**config.mk**
```make
export PLATFORM = sky130hd
export DESIGN_NAME = mrsf_framer
export DESIGN_NICKNAME = d
export VERILOG_FILES = /design/src/logic/mrsf_pkg.sv /design/src/logic/mrsf_framer.sv
export SDC_FILE = /design/constraint.sdc
export NUM_CORES = 1
export LEC_CHECK = 0
export BUFFER_PORTS_ARGS = -buffer_cell sky130_fd_sc_hd__buf_2
export CAP_MARGIN = 20
export CORE_ASPECT_RATIO = 2
export CORE_MARGIN = 8
export CORE_UTILIZATION = 45
export CTS_CLUSTER_SIZE = 16
export DETAILED_ROUTE_END_ITERATION = 7
export PLACE_DENSITY_LB_ADDON = 0.25
export SKIP_CTS_REPAIR_TIMING = 1
export SLEW_MARGIN = 20
export SYNTH_ARGS = -nofsm -noshare
export SYNTH_HDL_FRONTEND = slang
export SYNTH_SLANG_ARGS = --single-unit
```
**constraint.sdc**
```tcl
create_clock -name CLOCK -period 6.1 [get_ports CLOCK]
set_clock_uncertainty 0.2 [all_clocks]
set_input_delay 1.83 -clock CLOCK [delete_from_list [all_inputs] [get_ports CLOCK]]
set_output_delay 1.83 -clock CLOCK [all_outputs]
set_load 0.005 [all_outputs]
```
**src/logic/mrsf_pkg.sv**
```systemverilog
// Constants and carrier types for the station frame engine.
// Assumes one 200 MHz clock and a byte-wide serial port beside the engine.
`default_nettype none

package mrsf_pkg;
	// ----------------------------------------------------------------
	// Timing
	// ----------------------------------------------------------------
	localparam longint CLK_HZ = 200_000_000;
	localparam longint BAUD = 9600;
	localparam longint CHAR_BITS = 11;
	localparam longint GAP_TENTHS = 35;
	// Least gap, rounded up to whole cycles
	localparam longint GAP_CYCLES_L = (CLK_HZ * CHAR_BITS * GAP_TENTHS + BAUD * 10 - 1)
		/ (BAUD * 10);
	localparam int GAP_CYCLES = int'(GAP_CYCLES_L);

	// ----------------------------------------------------------------
	// Frame layout
	// ----------------------------------------------------------------
	localparam logic [7:0] ADDR_BCAST = 8'h00;
	localparam logic [7:0] ADDR_MAX = 8'hF7;
	localparam logic [7:0] CMD_READ = 8'h03;
	localparam logic [7:0] CMD_WRITE = 8'h06;
	localparam logic [7:0] CMD_EXC_BIT = 8'h80;
	localparam logic [3:0] REQ_LEN = 4'h8;
	localparam logic [3:0] CRC_POS = 4'h6;
	localparam logic [15:0] MAX_WORDS = 16'h000C;
	localparam logic [15:0] CRC_INIT = 16'hFFFF;
	localparam logic [15:0] CRC_POLY = 16'hA001;

	// ----------------------------------------------------------------
	// Error codes
	// ----------------------------------------------------------------
	localparam logic [7:0] EXC_NONE = 8'h00;
	localparam logic [7:0] EXC_CMD = 8'h01;
	localparam logic [7:0] EXC_ADDR = 8'h02;
	localparam logic [7:0] EXC_DATA = 8'h03;
	localparam logic [7:0] EXC_PROC = 8'h04;

	typedef struct packed {
		logic we;
		logic [15:0] addr;
		logic [15:0] wdata;
	} mrsf_par_t;
endpackage : mrsf_pkg

`default_nettype wire

```
**src/logic/mrsf_framer.sv**
```systemverilog
// Station frame engine: takes received bytes, checks and executes word
// read/write requests against a parameter store, and builds replies.
// Assumes a byte UART on the same clock and a handshaked parameter store.
`default_nettype none

module mrsf_framer #(
	parameter int GAP_CYCLES = mrsf_pkg::GAP_CYCLES
) (
	input wire logic CLOCK,
	input wire logic RESET,
	input wire logic [7:0] STATION_ADDR,
	input wire logic RX_VALID,
	input wire logic [7:0] RX_DATA,
	output logic TX_VALID,
	output logic [7:0] TX_DATA,
	input wire logic TX_READY,
	input wire logic TX_BUSY,
	output logic TX_EN,
	output logic PAR_REQ,
	output mrsf_pkg::mrsf_par_t PAR,
	input wire logic PAR_ACK,
	input wire logic [7:0] PAR_EXC,
	input wire logic [15:0] PAR_RDATA
);
	localparam int GW = $clog2(GAP_CYCLES + 1);
	localparam logic [GW-1:0] GAP_END = GW'(GAP_CYCLES);

	typedef enum {S_IDLE, S_EXEC, S_SEND, S_DRAIN, S_HOLD} mrsf_state_t;

	// ----------------------------------------------------------------
	// Check value step
	// ----------------------------------------------------------------
	function automatic logic [15:0] crc_step(input logic [15:0] c, input logic [7:0] b);
		logic [15:0] r;
		r = c ^ {8'h00, b};
		for (int i = 0; i < 8; i++) begin
			if (r[0]) begin
				r = (r >> 1) ^ mrsf_pkg::CRC_POLY;
			end else begin
				r = r >> 1;
			end
		end
		return r;
	endfunction : crc_step

	// ----------------------------------------------------------------
	// State
	// ----------------------------------------------------------------
	mrsf_state_t state, next_state;
	logic [7:0] rx_buf [8];
	logic [7:0] next_rx_buf [8];
	logic [3:0] rx_cnt, next_rx_cnt;
	logic [15:0] crc, next_crc;
	logic [15:0] crc_snap, next_crc_snap;
	logic [GW-1:0] gap_cnt, next_gap_cnt;
	logic [15:0] words [12];
	logic [15:0] next_words [12];
	logic [3:0] word_idx, next_word_idx;
	logic [7:0] exc, next_exc;
	logic [4:0] tx_idx, next_tx_idx;
	logic next_tx_valid, next_tx_en, next_par_req;
	logic [7:0] next_tx_data;
	mrsf_pkg::mrsf_par_t next_par;

	// Decoded request fields, valid while not collecting
	logic bcast, own, is_read, is_write, cmd_ok, crc_ok, cnt_ok, tx_fire;
	logic [15:0] req_cnt;
	logic [4:0] body_len;
	logic [7:0] body_byte;

	always_comb begin
		bcast = rx_buf[0] == mrsf_pkg::ADDR_BCAST;
		own = rx_buf[0] == STATION_ADDR && STATION_ADDR != mrsf_pkg::ADDR_BCAST
			&& STATION_ADDR <= mrsf_pkg::ADDR_MAX;
		is_read = rx_buf[1] == mrsf_pkg::CMD_READ;
		is_write = rx_buf[1] == mrsf_pkg::CMD_WRITE;
		cmd_ok = is_read || is_write;
		req_cnt = {rx_buf[4], rx_buf[5]};
		cnt_ok = req_cnt != 16'h0000 && req_cnt <= mrsf_pkg::MAX_WORDS;
		crc_ok = {rx_buf[7], rx_buf[6]} == crc_snap;
		tx_fire = !TX_VALID || TX_READY;
		if (exc != mrsf_pkg::EXC_NONE) begin
			body_len = 5'd3;
		end else if (is_read) begin
			body_len = 5'd3 + {req_cnt[3:0], 1'b0};
		end else begin
			body_len = 5'd6;
		end
	end

	// Reply byte at position tx_idx, check bytes excluded
	always_comb begin
		logic [3:0] k;
		k = 4'((tx_idx - 5'd3) >> 1);
		body_byte = rx_buf[0];
		if (tx_idx == 5'd0) begin
			body_byte = rx_buf[0];
		end else if (exc != mrsf_pkg::EXC_NONE) begin
			if (tx_idx == 5'd1) begin
				body_byte = rx_buf[1] | mrsf_pkg::CMD_EXC_BIT;
			end else begin
				body_byte = exc;
			end
		end else if (is_read) begin
			if (tx_idx == 5'd1) begin
				body_byte = rx_buf[1];
			end else if (tx_idx == 5'd2) begin
				body_byte = {req_cnt[6:0], 1'b0};
			end else if (tx_idx[0]) begin
				body_byte = words[k][15:8];
			end else begin
				body_byte = words[k][7:0];
			end
		end else begin
			body_byte = rx_buf[tx_idx[2:0]]; // write echo
		end
	end

	// ----------------------------------------------------------------
	// Next state
	// ----------------------------------------------------------------
	always_comb begin
		next_state = state;
		next_rx_buf = rx_buf;
		next_rx_cnt = rx_cnt;
		next_crc = crc;
		next_crc_snap = crc_snap;
		next_gap_cnt = gap_cnt;
		next_words = words;
		next_word_idx = word_idx;
		next_exc = exc;
		next_tx_idx = tx_idx;
		next_tx_valid = TX_VALID;
		next_tx_data = TX_DATA;
		next_tx_en = TX_EN;
		next_par_req = PAR_REQ;
		next_par = PAR;
		case (state)
			S_IDLE: begin
				if (gap_cnt != GAP_END) begin
					next_gap_cnt = gap_cnt + GW'(1);
				end
				if (RX_VALID) begin
					next_gap_cnt = '0;
					if (rx_cnt < mrsf_pkg::REQ_LEN) begin
						next_rx_buf[rx_cnt[2:0]] = RX_DATA;
					end
					if (rx_cnt < mrsf_pkg::CRC_POS) begin
						next_crc = crc_step(crc, RX_DATA);
					end
					if (rx_cnt == mrsf_pkg::CRC_POS) begin
						next_crc_snap = crc;
					end
					if (rx_cnt <= mrsf_pkg::REQ_LEN) begin
						next_rx_cnt = rx_cnt + 4'd1;
					end
				end else if (gap_cnt == GAP_END && rx_cnt != 4'd0) begin
					// Frame closed by the gap; the next byte starts afresh
					next_rx_cnt = 4'd0;
					next_crc = mrsf_pkg::CRC_INIT;
					next_exc = mrsf_pkg::EXC_NONE;
					next_word_idx = 4'd0;
					next_par.addr = {rx_buf[2], rx_buf[3]};
					next_par.wdata = {rx_buf[4], rx_buf[5]};
					next_par.we = is_write;
					if (rx_cnt != mrsf_pkg::REQ_LEN || !crc_ok || !(own || bcast)) begin
						next_state = S_IDLE;
					end else if (!cmd_ok) begin
						next_exc = mrsf_pkg::EXC_CMD;
						next_state = bcast ? S_IDLE : S_SEND;
					end else if (is_read && bcast) begin
						next_state = S_IDLE;
					end else if (is_read && !cnt_ok) begin
						next_exc = mrsf_pkg::EXC_DATA;
						next_state = S_SEND;
					end else begin
						next_state = S_EXEC;
						next_par_req = 1'b1;
					end
					if (next_state == S_SEND) begin
						next_tx_idx = 5'd0;
						next_tx_en = 1'b1;
					end
				end
			end
			S_EXEC: begin
				if (PAR_REQ && PAR_ACK) begin
					next_par_req = 1'b0;
					if (PAR_EXC != mrsf_pkg::EXC_NONE) begin
						next_exc = PAR_EXC;
						next_state = S_SEND;
					end else if (is_read) begin
						next_words[word_idx] = PAR_RDATA;
						next_word_idx = word_idx + 4'd1;
						next_par.addr = PAR.addr + 16'h0001;
						if (word_idx + 4'd1 == req_cnt[3:0]) begin
							next_state = S_SEND;
						end
					end else begin
						next_state = S_SEND;
					end
					if (bcast && next_state == S_SEND) begin
						next_state = S_HOLD;
						next_gap_cnt = '0;
					end else if (next_state == S_SEND) begin
						next_tx_idx = 5'd0;
						next_tx_en = 1'b1;
					end
				end else if (!PAR_REQ) begin
					next_par_req = 1'b1;
				end
			end
			S_SEND: begin
				if (tx_fire) begin
					if (tx_idx < body_len) begin
						next_tx_valid = 1'b1;
						next_tx_data = body_byte;
						next_crc = crc_step(crc, body_byte);
						next_tx_idx = tx_idx + 5'd1;
					end else if (tx_idx == body_len) begin
						next_tx_valid = 1'b1;
						next_tx_data = crc[7:0];
						next_tx_idx = tx_idx + 5'd1;
					end else if (tx_idx == body_len + 5'd1) begin
						next_tx_valid = 1'b1;
						next_tx_data = crc[15:8];
						next_tx_idx = tx_idx + 5'd1;
					end else begin
						next_tx_valid = 1'b0;
						next_state = S_DRAIN;
					end
				end
			end
			S_DRAIN: begin
				if (!TX_BUSY) begin
					next_tx_en = 1'b0;
					next_state = S_HOLD;
					next_gap_cnt = '0;
				end
			end
			S_HOLD: begin
				// Quiet line after our own frame or an executed broadcast before listening again
				next_crc = mrsf_pkg::CRC_INIT;
				if (gap_cnt == GAP_END) begin
					next_state = S_IDLE;
					next_gap_cnt = '0;
				end else begin
					next_gap_cnt = gap_cnt + GW'(1);
				end
			end
			default: begin
				next_state = S_IDLE;
			end
		endcase
	end

	always_ff @(posedge CLOCK) begin
		if (RESET) begin
			state <= S_IDLE;
			rx_cnt <= 4'd0;
			crc <= mrsf_pkg::CRC_INIT;
			crc_snap <= 16'h0000;
			gap_cnt <= '0;
			word_idx <= 4'd0;
			exc <= 8'h00;
			tx_idx <= 5'd0;
			TX_VALID <= 1'b0;
			TX_DATA <= 8'h00;
			TX_EN <= 1'b0;
			PAR_REQ <= 1'b0;
			PAR <= '0;
			for (int i = 0; i < 8; i++) begin
				rx_buf[i] <= 8'h00;
			end
			for (int i = 0; i < 12; i++) begin
				words[i] <= 16'h0000;
			end
		end else begin
			state <= next_state;
			rx_cnt <= next_rx_cnt;
			crc <= next_crc;
			crc_snap <= next_crc_snap;
			gap_cnt <= next_gap_cnt;
			word_idx <= next_word_idx;
			exc <= next_exc;
			tx_idx <= next_tx_idx;
			TX_VALID <= next_tx_valid;
			TX_DATA <= next_tx_data;
			TX_EN <= next_tx_en;
			PAR_REQ <= next_par_req;
			PAR <= next_par;
			rx_buf <= next_rx_buf;
			words <= next_words;
		end
	end
endmodule : mrsf_framer

`default_nettype wire

```
Yosys cells after proc, flatten, opt, wreduce, memory -nomap -nowiden
Cells that the tools add are included.
{ "op_classes": {"n_eq_ne": 45, "bitwise_logic": 24, "mux": 172, "add_sub_neg": 8, "magnitude_cmp": 12, "reduce_logical": 49} }
{ "op_table": {"columns": ["op", "count"], "rows": [
  ["two-way mux 16 bit", 69],
  ["two-way mux 32 bit", 20],
  ["bitwise mux 192 bit", 1],
  ["case mux 32 bit (5 select lines)", 1],
  ["two-way mux 8 bit", 17],
  ["two-way mux 20 bit", 6],
  ["equality test 32 x 3 -> 1 bit (second input constant)", 3],
  ["case mux 20 bit (4 select lines)", 1],
  ["binary-select mux 16 bit (select 4 bit)", 1],
  ["bitwise mux 64 bit", 1],
  ["demux 16 bit (select 4 bit)", 1],
  ["equality test 32 x 2 -> 1 bit (second input constant)", 2],
  ["two-way mux 5 bit", 12],
  ["inverter 2 -> 3 bit", 16],
  ["case mux 16 bit (3 select lines)", 1],
  ["inequality test 2 bit (second input constant)", 21],
  ["equality test 32 x 1 -> 1 bit (second input constant)", 1],
  ["zero test 32 bit", 1],
  ["case mux 16 bit (2 select lines)", 1],
  ["bitwise XOR 16 x 8 -> 16 bit", 2],
  ["two-way mux 4 bit", 7],
  ["binary-select mux 8 bit (select 3 bit)", 1],
  ["demux 8 bit (select 3 bit)", 1],
  ["nonzero test 8 bit", 3],
  ["other kinds (57)", 120]
]} }
{ "word_totals": {"regBits": 405, "output_inout_bits": 44} }

Longest topological paths before layout
Gate-level depths: netlist (run 1).
{ "depth": {"word_depth": 52, "depth_mapped": 21, "depth_no_buf": 17} }

Worst setup path before layout (run 1)
No wires, ideal clock.
{ "synth_timing": {"kind": "reg2reg", "startpoint": "register tx_idx[0]", "endpoint": "register crc[0]", "synth_period_minus_slack_ps": 4523, "stages_incl_launch_ff": 19, "t_arrival_ps": 4193, "path_slack_ps": 1577, "t_required_ps": 5769, "path_cell_list": "dfxtp_1 > inv_1 > clkbuf_1 > ha_1 > buf_2 > inv_1 > buf_2 > buf_2 > clkbuf_1 > nand3_1 > nand4_1 > o311ai_0 > o31a_1 > nor4_1 > xnor2_1 > xnor2_1 > xnor3_1 > o221ai_1 > o22ai_1"} }
{ "synth_via": {"elab_chain_len": 45, "elab_cells_between_ends": 62, "cone_classes": "add/sub: 1; order compare: 1; eq/ne: 3; mux: 45; bitwise: 10; reduce/logical: 2"} }
{ "synth_rtl": {"columns": ["item", "line", "source"], "rows": [
  ["from (decl)", "mrsf_framer.sv:60", "logic [4:0] tx_idx, next_tx_idx;"],
  ["from (signal assigned)", "mrsf_framer.sv:286", "tx_idx <= next_tx_idx;"],
  ["subtractor 5 x 2 -> 5 bit", "mrsf_framer.sv:94", "k = 4'((tx_idx - 5'd3) >> 1);"],
  ["inverter 4 -> 5 bit (implied by the code)", "mrsf_framer.sv:110, mrsf_framer.sv:112", null],
  ["binary-select mux 16 bit (select 4 bit)", "mrsf_framer.sv:110, mrsf_framer.sv:112", null],
  ["two-way mux 16 bit (implied by the code) (2 in series)", "mrsf_framer.sv:112", "body_byte = words[k][7:0];"],
  ["two-way mux 8 bit", "mrsf_framer.sv:109", "end else if (tx_idx[0]) begin"],
  ["two-way mux 8 bit", "mrsf_framer.sv:107", "end else if (tx_idx == 5'd2) begin"],
  ["two-way mux 8 bit", "mrsf_framer.sv:105", "if (tx_idx == 5'd1) begin"],
  ["two-way mux 8 bit", "mrsf_framer.sv:104", "end else if (is_read) begin"],
  ["[28 not listed]", null, null],
  ["two-way mux 16 bit", "mrsf_framer.sv:37", "if (r[0]) begin"],
  ["two-way mux 16 bit", "mrsf_framer.sv:215", "if (tx_idx < body_len) begin"],
  ["two-way mux 16 bit", "mrsf_framer.sv:214", "if (tx_fire) begin"],
  ["two-way mux 16 bit", "mrsf_framer.sv:138", "case (state)"],
  ["two-way mux 16 bit", "mrsf_framer.sv:37", null],
  ["two-way mux 16 bit", "mrsf_framer.sv:215", null],
  ["two-way mux 16 bit", "mrsf_framer.sv:214", null],
  ["case mux 16 bit (3 select lines)", "mrsf_framer.sv:138", null],
  ["to (signal assigned)", "mrsf_framer.sv:261", "crc <= mrsf_pkg::CRC_INIT;"],
  ["to (signal assigned)", "mrsf_framer.sv:281", "crc <= next_crc;"],
  ["to (decl)", "mrsf_framer.sv:53", "logic [15:0] crc, next_crc;"]
]} }
Parallel ways exist; a longest one is shown, timed or not. The select of a mux whose other input is x is not followed.
A chain may end at the register's enable or synchronous reset.

Final worst setup path (run 1)
{ "layout_timing": {"startpoint": "register rx_buf[49] (netlist name)", "endpoint": "register TX_DATA[0]"} }
{ "layout_via": {"elab_chain_len": 7, "elab_cells_between_ends": 14, "cone_classes": "add/sub: 1; order compare: 1; eq/ne: 3; mux: 7; reduce/logical: 2"} }
{ "layout_rtl": {"columns": ["item", "line", "source"], "rows": [
  ["from (decl)", "mrsf_framer.sv:50", "logic [7:0] rx_buf [8];"],
  ["from (signal assigned)", "mrsf_framer.sv:292", "rx_buf <= next_rx_buf;"],
  ["equality test 8 x 2 -> 1 bit (*)", "mrsf_framer.sv:75", "is_read = rx_buf[1] == mrsf_pkg::CMD_READ;"],
  ["two-way mux 5 bit", "mrsf_framer.sv:84", "end else if (is_read) begin"],
  ["two-way mux 5 bit", "mrsf_framer.sv:82", "if (exc != mrsf_pkg::EXC_NONE) begin"],
  ["adder 5 x 1 -> 5 bit", "mrsf_framer.sv:224", "end else if (tx_idx == body_len + 5'd1) begin"],
  ["equality test 5 bit", "mrsf_framer.sv:224", null],
  ["nonzero test 3 bit (no line)", null, null],
  ["AND reduction 3 bit (no line)", null, null],
  ["to (signal assigned)", "mrsf_framer.sv:288", "TX_DATA <= next_tx_data;"],
  ["to (decl)", "mrsf_framer.sv:15", "output logic [7:0] TX_DATA,"]
]} }
Mark *: on every way between the ends. The rest lies on a longest branch, timed or not.

==> results of run 1 <==
==> how the worst max path moves through the flow <==
stage	to	slack, ps
2_1_floorplan	crc[0]	1580
3_3_place_gp	TX_DATA[4]	860
3_5_place_dp	TX_DATA[6]	760
4_1_cts	TX_DATA[5]	730
5_1_grt	TX_DATA[0]	470
6_report	TX_DATA[0]	680
==> state kept, by name, summed over array words and instances (netlist names) <==
signal	flops
rx_buf	48
exc	8
TX_VALID	1
PAR_REQ	1
rx_cnt	4
gap_cnt	20
crc_snap	16
req_cnt	16
tx_idx	5
word_idx	4
TX_DATA	8
crc	16
TX_EN	1
words	192
state	32
PAR	33
==> synthesized netlist by cell type, types with 14 or more instances <==
library cell,count
clkbuf_1,151
mux2i_1,99
nor3_1,29
nand4_1,27
and2_1,17
a211oi_1,14
xor2_1,47
a21oi_1,303
a31oi_1,17
dfxtp_1,405
and3_1,16
xnor2_1,56
o21ai_0,42
inv_1,23
o22ai_1,14
nand2_1,632
nor4_1,23
nand2b_1,15
nor2_1,154
mux4_2,41
ha_1,22
nand3_1,70
==> per-stage QoR <==
step | utilization | hold slack (ps) | cell area, sq um | power [mW]
finish | 0.5009 | 245.6 | 21590 | 5.222
global placement | 0.4726 | 235.4 | 20370 | 2.857
floorplan | - | 228.4 | 19570 | 2.802
detailed placement | 0.4726 | 240.1 | 20370 | 2.856
CTS | 0.5009 | 248.9 | 21590 | 5.256
global route | 0.5009 | 259.9 | 21590 | 5.367
==> layout make-up <==
cell class / count / area (sq um) / area share
clock buffers: 53 / 1099 / 0.05087
repair buffers: 126 / 758.2 / 0.03511
clock inverters: 8 / 122.6 / 0.005679
multi-input cells: 1827 / 10730 / 0.4969
flip-flops and latches: 405 / 8109 / 0.3755
well taps: 550 / 688.2 / 0.03187
inverters: 23 / 86.33 / 0.003998
==> logic make-up after synthesis <==
family                     after synthesis  share of synthesized area
muxes                                  150                     0.1041
buffers and inverters                  194                    0.03895
DFF                                    405                     0.4165
AOI/OAI and AO/OA                      480                     0.1433
xor gates and xnor gates               108                    0.05187
adders and majority gates               22                    0.01414
and+or+nand+nor                       1038                     0.2308
other                                    1                  0.0001927
==> critical path, stage by stage (launching register included) <==
cell and delay (ps):
dfxtp_1 400, or4b_4 500, or4_1 730, nor2_4 300
nand2_1 120, inv_1 100, ha_1 230, nor2b_1 130
o21a_1 170, o21a_1 160, o21ai_0 130, nand2b_1 370
o211ai_2 260, a21boi_1 100, or4b_1 720, nor2_4 390
mux2i_1 230, nor2_1 50
==> metal layers <==
| metal | wire [um] | up-vias | track usage |
|---|---|---|---|
| met5 | 10 | - | 0 |
| met1 | 26480 | 8358 | 0.3210 |
| li1 | - | 8261 | - |
| met3 | 4542 | 135 | 0.03205 |
| met2 | 27800 | 704 | 0.3779 |
| met4 | 2460 | 2 | 0.09537 |
==> power by group through the flow <==
stage | clock network [mW] | registers [mW] | logic (mW)
after floorplan | 0 | 2.72 | 0.0862
after global placement | 0 | 2.72 | 0.140
after detailed placement | 0 | 2.72 | 0.139
after CTS | 2.46 | 2.66 | 0.140
after global routing | 2.56 | 2.66 | 0.152
final | 2.42 | 2.66 | 0.143
==> cells in the final DEF, fill, tap and decap left out, types with 22 or more instances in the layout <==
cell	instances
nand2_1	632
dfxtp_1	404
a21oi_1	303
nor2_1	154
mux2i_1	99
buf_2	88
nand3_1	70
xnor2_1	55
xor2_1	46
o21ai_0	42
mux4_2	41
clkbuf_16	39
buf_4	35
nor3_1	29
conb_1	29
nand4_1	27
inv_1	23
nor4_1	23
ha_1	22
==> flow_summary.ini, run 1 <==
[sta]
finalCritPeriodShare = 0.8889
setup_tns_ps = 0
setup_viol = 0
hold_viol_final = 0
rsz0062_at_grt = false
slew-limit-headroom = 0.2854
tightest_slew_ps = 1058
finalWorstSetupSlack_ps = 677.8
fmax_ghz = 0.1844
finalMaxSlewViolations = 0
fin_crit_ps = 5422

[critical_path]
endpoint_kind = flip-flop
reg2reg_to = TX_DATA[0]
cp.required_ps = 6300
regToRegSetupSlack_ps = 680
cp_max_fo = 18
worstSetupPathType = flip-flop to flip-flop
critPathLaunch = rx_buf[49]
r2r_cells = 17
timing.rr.start = rx_buf[49]
critPathLaunchType = flip-flop
crit_arrival_ps = 5620

[grt]
first_global_vias = 16481
overflow = 0
grt_pass1_wl_um = 95670
antenna_found_initial = 1
grtUsageTotal = 0.2377
grt_max_degree = 112

[logic_synthesis]
async_flop_share = 0
syn_inst = 2398
syn_area_per_cell_sq_um = 8.117
ys_ff_latch = 405
synth_cell_types = 80
synth_edf_count = 0
yosys_warnings = 0
synth_top_cell_by_area = dfxtp_1
synth_top_area_frac = 0.4165
synth_seq_area_share = 0.4165
synth_area_leaders = dfxtp_1, nand2_1, a21oi_1, mux2i_1, mux4_2
ys.flop_type = dfxtp_1
syn_area_sq_um = 19460

[floorplanning]
die_width_um = 163.1
io_pins = 90
core_area_sq_um = 43110
row_count = 108
dieArea_sq_um = 50570
die_h_um = 310.1
initial_core_util = 0.4516

[placed_design]
portBuffers = 89
place_hpwl_um = 42300
preCtsSetupSlack_ps = 761.6
gp_congestion = 0.9352
place_inst = 2931

[clock_tree]
cts.sinks = 405
cts_max_path_buffers = 3
cts_buffers = 38
clock_latency_ps = 550
h-tree-depth = 2
tritoncts = done
path_clk_slew_ps = 70
root_buffer = clkbuf_16

[hold_path]
min_from = PAR[11]
hold_path.class = flip-flop to flip-flop
min_to = PAR[11]
hold_path_depth = 2

[drt]
vias = 17460
drcViolationCount = 0
wl_per_cell_um = 20.49
dr.pass1.iters = 6
first_iter_violations = 1568
routed_wirelength_um = 61300
ant_nets = 0
vias_per_cell = 5.836

[power]
power_density_nw_per_um2 = 241.8
p_leak_nw = 7.490
seqPwrFrac = 0.509
p_switching_mw = 1.155
clkPwrFrac = 0.464
ir_drop_mv = 0.2239
netSwitchingFraction = 0.2211
p_int_mw = 4.068
combPwrFrac = 0.027

[finish]
nNetsFinal = 2489
area_delta_synth_final_pct = 10.93
drive_above_1_share = 0.1024
fillers = 4088
diodes = 0
fin_cells = 2992

[flow_run]
cap_violations = 0

[run_status]
status = complete, no violations
(Power assumes the default switching activity.)
==> inputs of run 2 (changes only) <==
--- a/config.mk
+++ b/config.mk
@@ -5,13 +5,13 @@
 export SDC_FILE = /design/constraint.sdc
 export NUM_CORES = 1
 export LEC_CHECK = 0
-export BUFFER_PORTS_ARGS = -buffer_cell sky130_fd_sc_hd__buf_2
 export CAP_MARGIN = 20
 export CORE_ASPECT_RATIO = 2
 export CORE_MARGIN = 8
 export CORE_UTILIZATION = 45
 export CTS_CLUSTER_SIZE = 16
 export DETAILED_ROUTE_END_ITERATION = 7
+export DONT_BUFFER_PORTS = 1
 export PLACE_DENSITY_LB_ADDON = 0.25
 export SKIP_CTS_REPAIR_TIMING = 1
 export SLEW_MARGIN = 20
==> run 2 against run 1 <==
- total power increased by 0.96%
- final cell count decreased by 3.0%
- core utilization shrank 0.90 points
- wire length down 0.45%
- highest routed layer is now met4
==> flow_summary.ini, run 2 (synthesized netlist as in run 1, its figures left out) <==
[critical_path]
regToRegSetupSlack_ps = 770
worstSetupPathType = flip-flop to flip-flop
timing.rr.start = rx_buf[55]
cp_num_buf_inv = 1
r2r_cells = 17
reg2reg_to = TX_DATA[3]
cpMaxStageDelayCell = or4_1
critPathLaunchType = flip-flop
slowest_delay_ps = 720
cp_cell_sequence = or4b_4 > or4_1 > nor2_4 > nand2_1 > inv_1 > ha_1 > nor2b_1 > o21a_1 > o21a_1 > o21ai_0 > nand2b_1 > o211ai_2 > a21boi_1 > or4b_1 > nor2_4 > mux2i_1 > nor2_1
cp.required_ps = 6330
endpoint_kind = flip-flop
cp_max_fo = 18
crit_arrival_ps = 5550
worst_path_dominant_cell_family = simple AND/OR/NAND/NOR gates

[sta]
tightest_slew_ps = 1023
fin_crit_ps = 5326
setup_tns_ps = 0
fmax_ghz = 0.1878
rsz0062_at_grt = false
hold_viol_final = 0
setup_viol = 0
slew-limit-headroom = 0.3141
finalMaxSlewViolations = 0
finalCritPeriodShare = 0.8731

[finish]
nNetsFinal = 2394
most-common-layout-cells = nand2_1, dfxtp_1, a21oi_1
drive_above_1_share = 0.06970
area_delta_synth_final_pct = 8.948
diodes = 0
fin_area_sq_um = 21210
largestRegisters = words: 192 flops, rx_buf: 48 flops, PAR: 33 flops
final_common_cell = nand2_1
largest_register = words
fin_util = 0.4920
largest_reg_flops = 192

[floorplanning]
io_pins = 90
row_count = 108
die_width_um = 163.1
die_h_um = 310.1
dieArea_sq_um = 50570
core_area_sq_um = 43110
initial_core_util = 0.4516

[clock_tree]
h-tree-depth = 2
path_clk_slew_ps = 70
cts_buffers = 39
cts.sinks = 405
root_buffer = clkbuf_16
tritoncts = done
clock_latency_ps = 550
cts_max_path_buffers = 3

[hold_path]
hold_path.class = flip-flop to flip-flop
min_to = words[118]
hold_path_depth = 2
min_from = words[118]

[drt]
ant_nets = 0
vias_per_cell = 5.860
first_iter_violations = 1550
dr.pass1.iters = 6
routed_wirelength_um = 61020
vias = 17011
drcViolationCount = 0
wl_per_cell_um = 21.02

[placed_design]
dpl_cell_area_sq_um = 19870
gp_congestion = 0.9224
portBuffers = 0
place_hpwl_um = 40860

[power]
ir_drop_mv = 0.2845
p_leak_nw = 7.103
power_density_nw_per_um2 = 248.6

[grt]
grt_max_degree = 352
overflow = 0
first_global_vias = 15942
antenna_found_initial = 0
grtUsageTotal = 0.2353
grt_pass1_wl_um = 93850

[flow_run]
cap_violations = 0

[run_status]
status = complete, no violations
==> run 2: changes by cell type in the layout (fill, tap and decap cells not counted) <==
| cell | before | now |
|---|---|---|
| buf_4 | 35 | 28 |
| buf_2 | 88 | 0 |
| clkbuf_8 | 7 | 12 |
| clkbuf_1 | 7 | 5 |
| o311ai_1 | 0 | 1 |
| clkinv_4 | 0 | 1 |
| bufinv_16 | 3 | 4 |
| buf_8 | 1 | 0 |
| o311ai_0 | 2 | 1 |
| xnor2_1 | 55 | 54 |
| xnor2_2 | 2 | 3 |
| inv_6 | 2 | 3 |
| clkinv_2 | 3 | 4 |
==> run 2: worst max-delay path by stage <==
| stage | cells after the start | slack, ps | startpoint | end |
|---|---|---|---|---|
| detailed placement | 17 | 880 | rx_buf[55] | TX_DATA[7] |
| finish | 17 | 770 | rx_buf[55] | TX_DATA[3] |
| floorplan | 18 | 1580 | tx_idx[0] | crc[0] |
| global placement | 11 | 970 | STATION_ADDR[3] | TX_DATA[2] |
| CTS | 17 | 850 | rx_buf[55] | TX_DATA[3] |
| global route | 17 | 460 | rx_buf[51] | TX_DATA[7] |
==> run 2: layout make-up <==
class                      instances  area (sq um)
timing repair buffer              30         250.2
sequential                       405          8109
fill                            4164         21900
clock inverter                    12         175.2
inverter                          23         86.33
tap                              550         688.2
multi-input combinational       1827         10740
clock buffer                      56          1160
==> run 2: worst register-to-register path, delay by kind of cell (launching register included) <==
family          cells  cell delay, ps
mux                 1             250
buf+inv             1             110
fa+ha+maj           1             230
flops               1             330
simple gates        9            3300
compound gates      5             800
==> run 2: metal layers <==
layer	up-vias	routed length (um)	track usage
met1	8091	25650	0.3092
met2	697	28050	0.3761
met4	0	2419	0.09516
met3	138	4901	0.04278
met5	-	0	0
li1	8085	-	-
==> run 2: per-stage QoR <==
stage	hold WS, ps	std cells	setup slack (ps)	power [mW]
floorplan	228.4	2426	1577	2.802
global placement	232.1	2835	971.4	2.759
detailed placement	238.2	2835	879.5	2.759
CTS	245.6	2903	847.6	5.310
global route	256.0	2903	461.0	5.408
finish	246.6	2903	774.3	5.272
==> run 2: where the power goes <==
group          switching (mW)  internal, mW
Combinational          0.0226        0.0211
Sequential            0.00262          2.65
Clock                    1.08          1.50
Total                    1.10          4.17
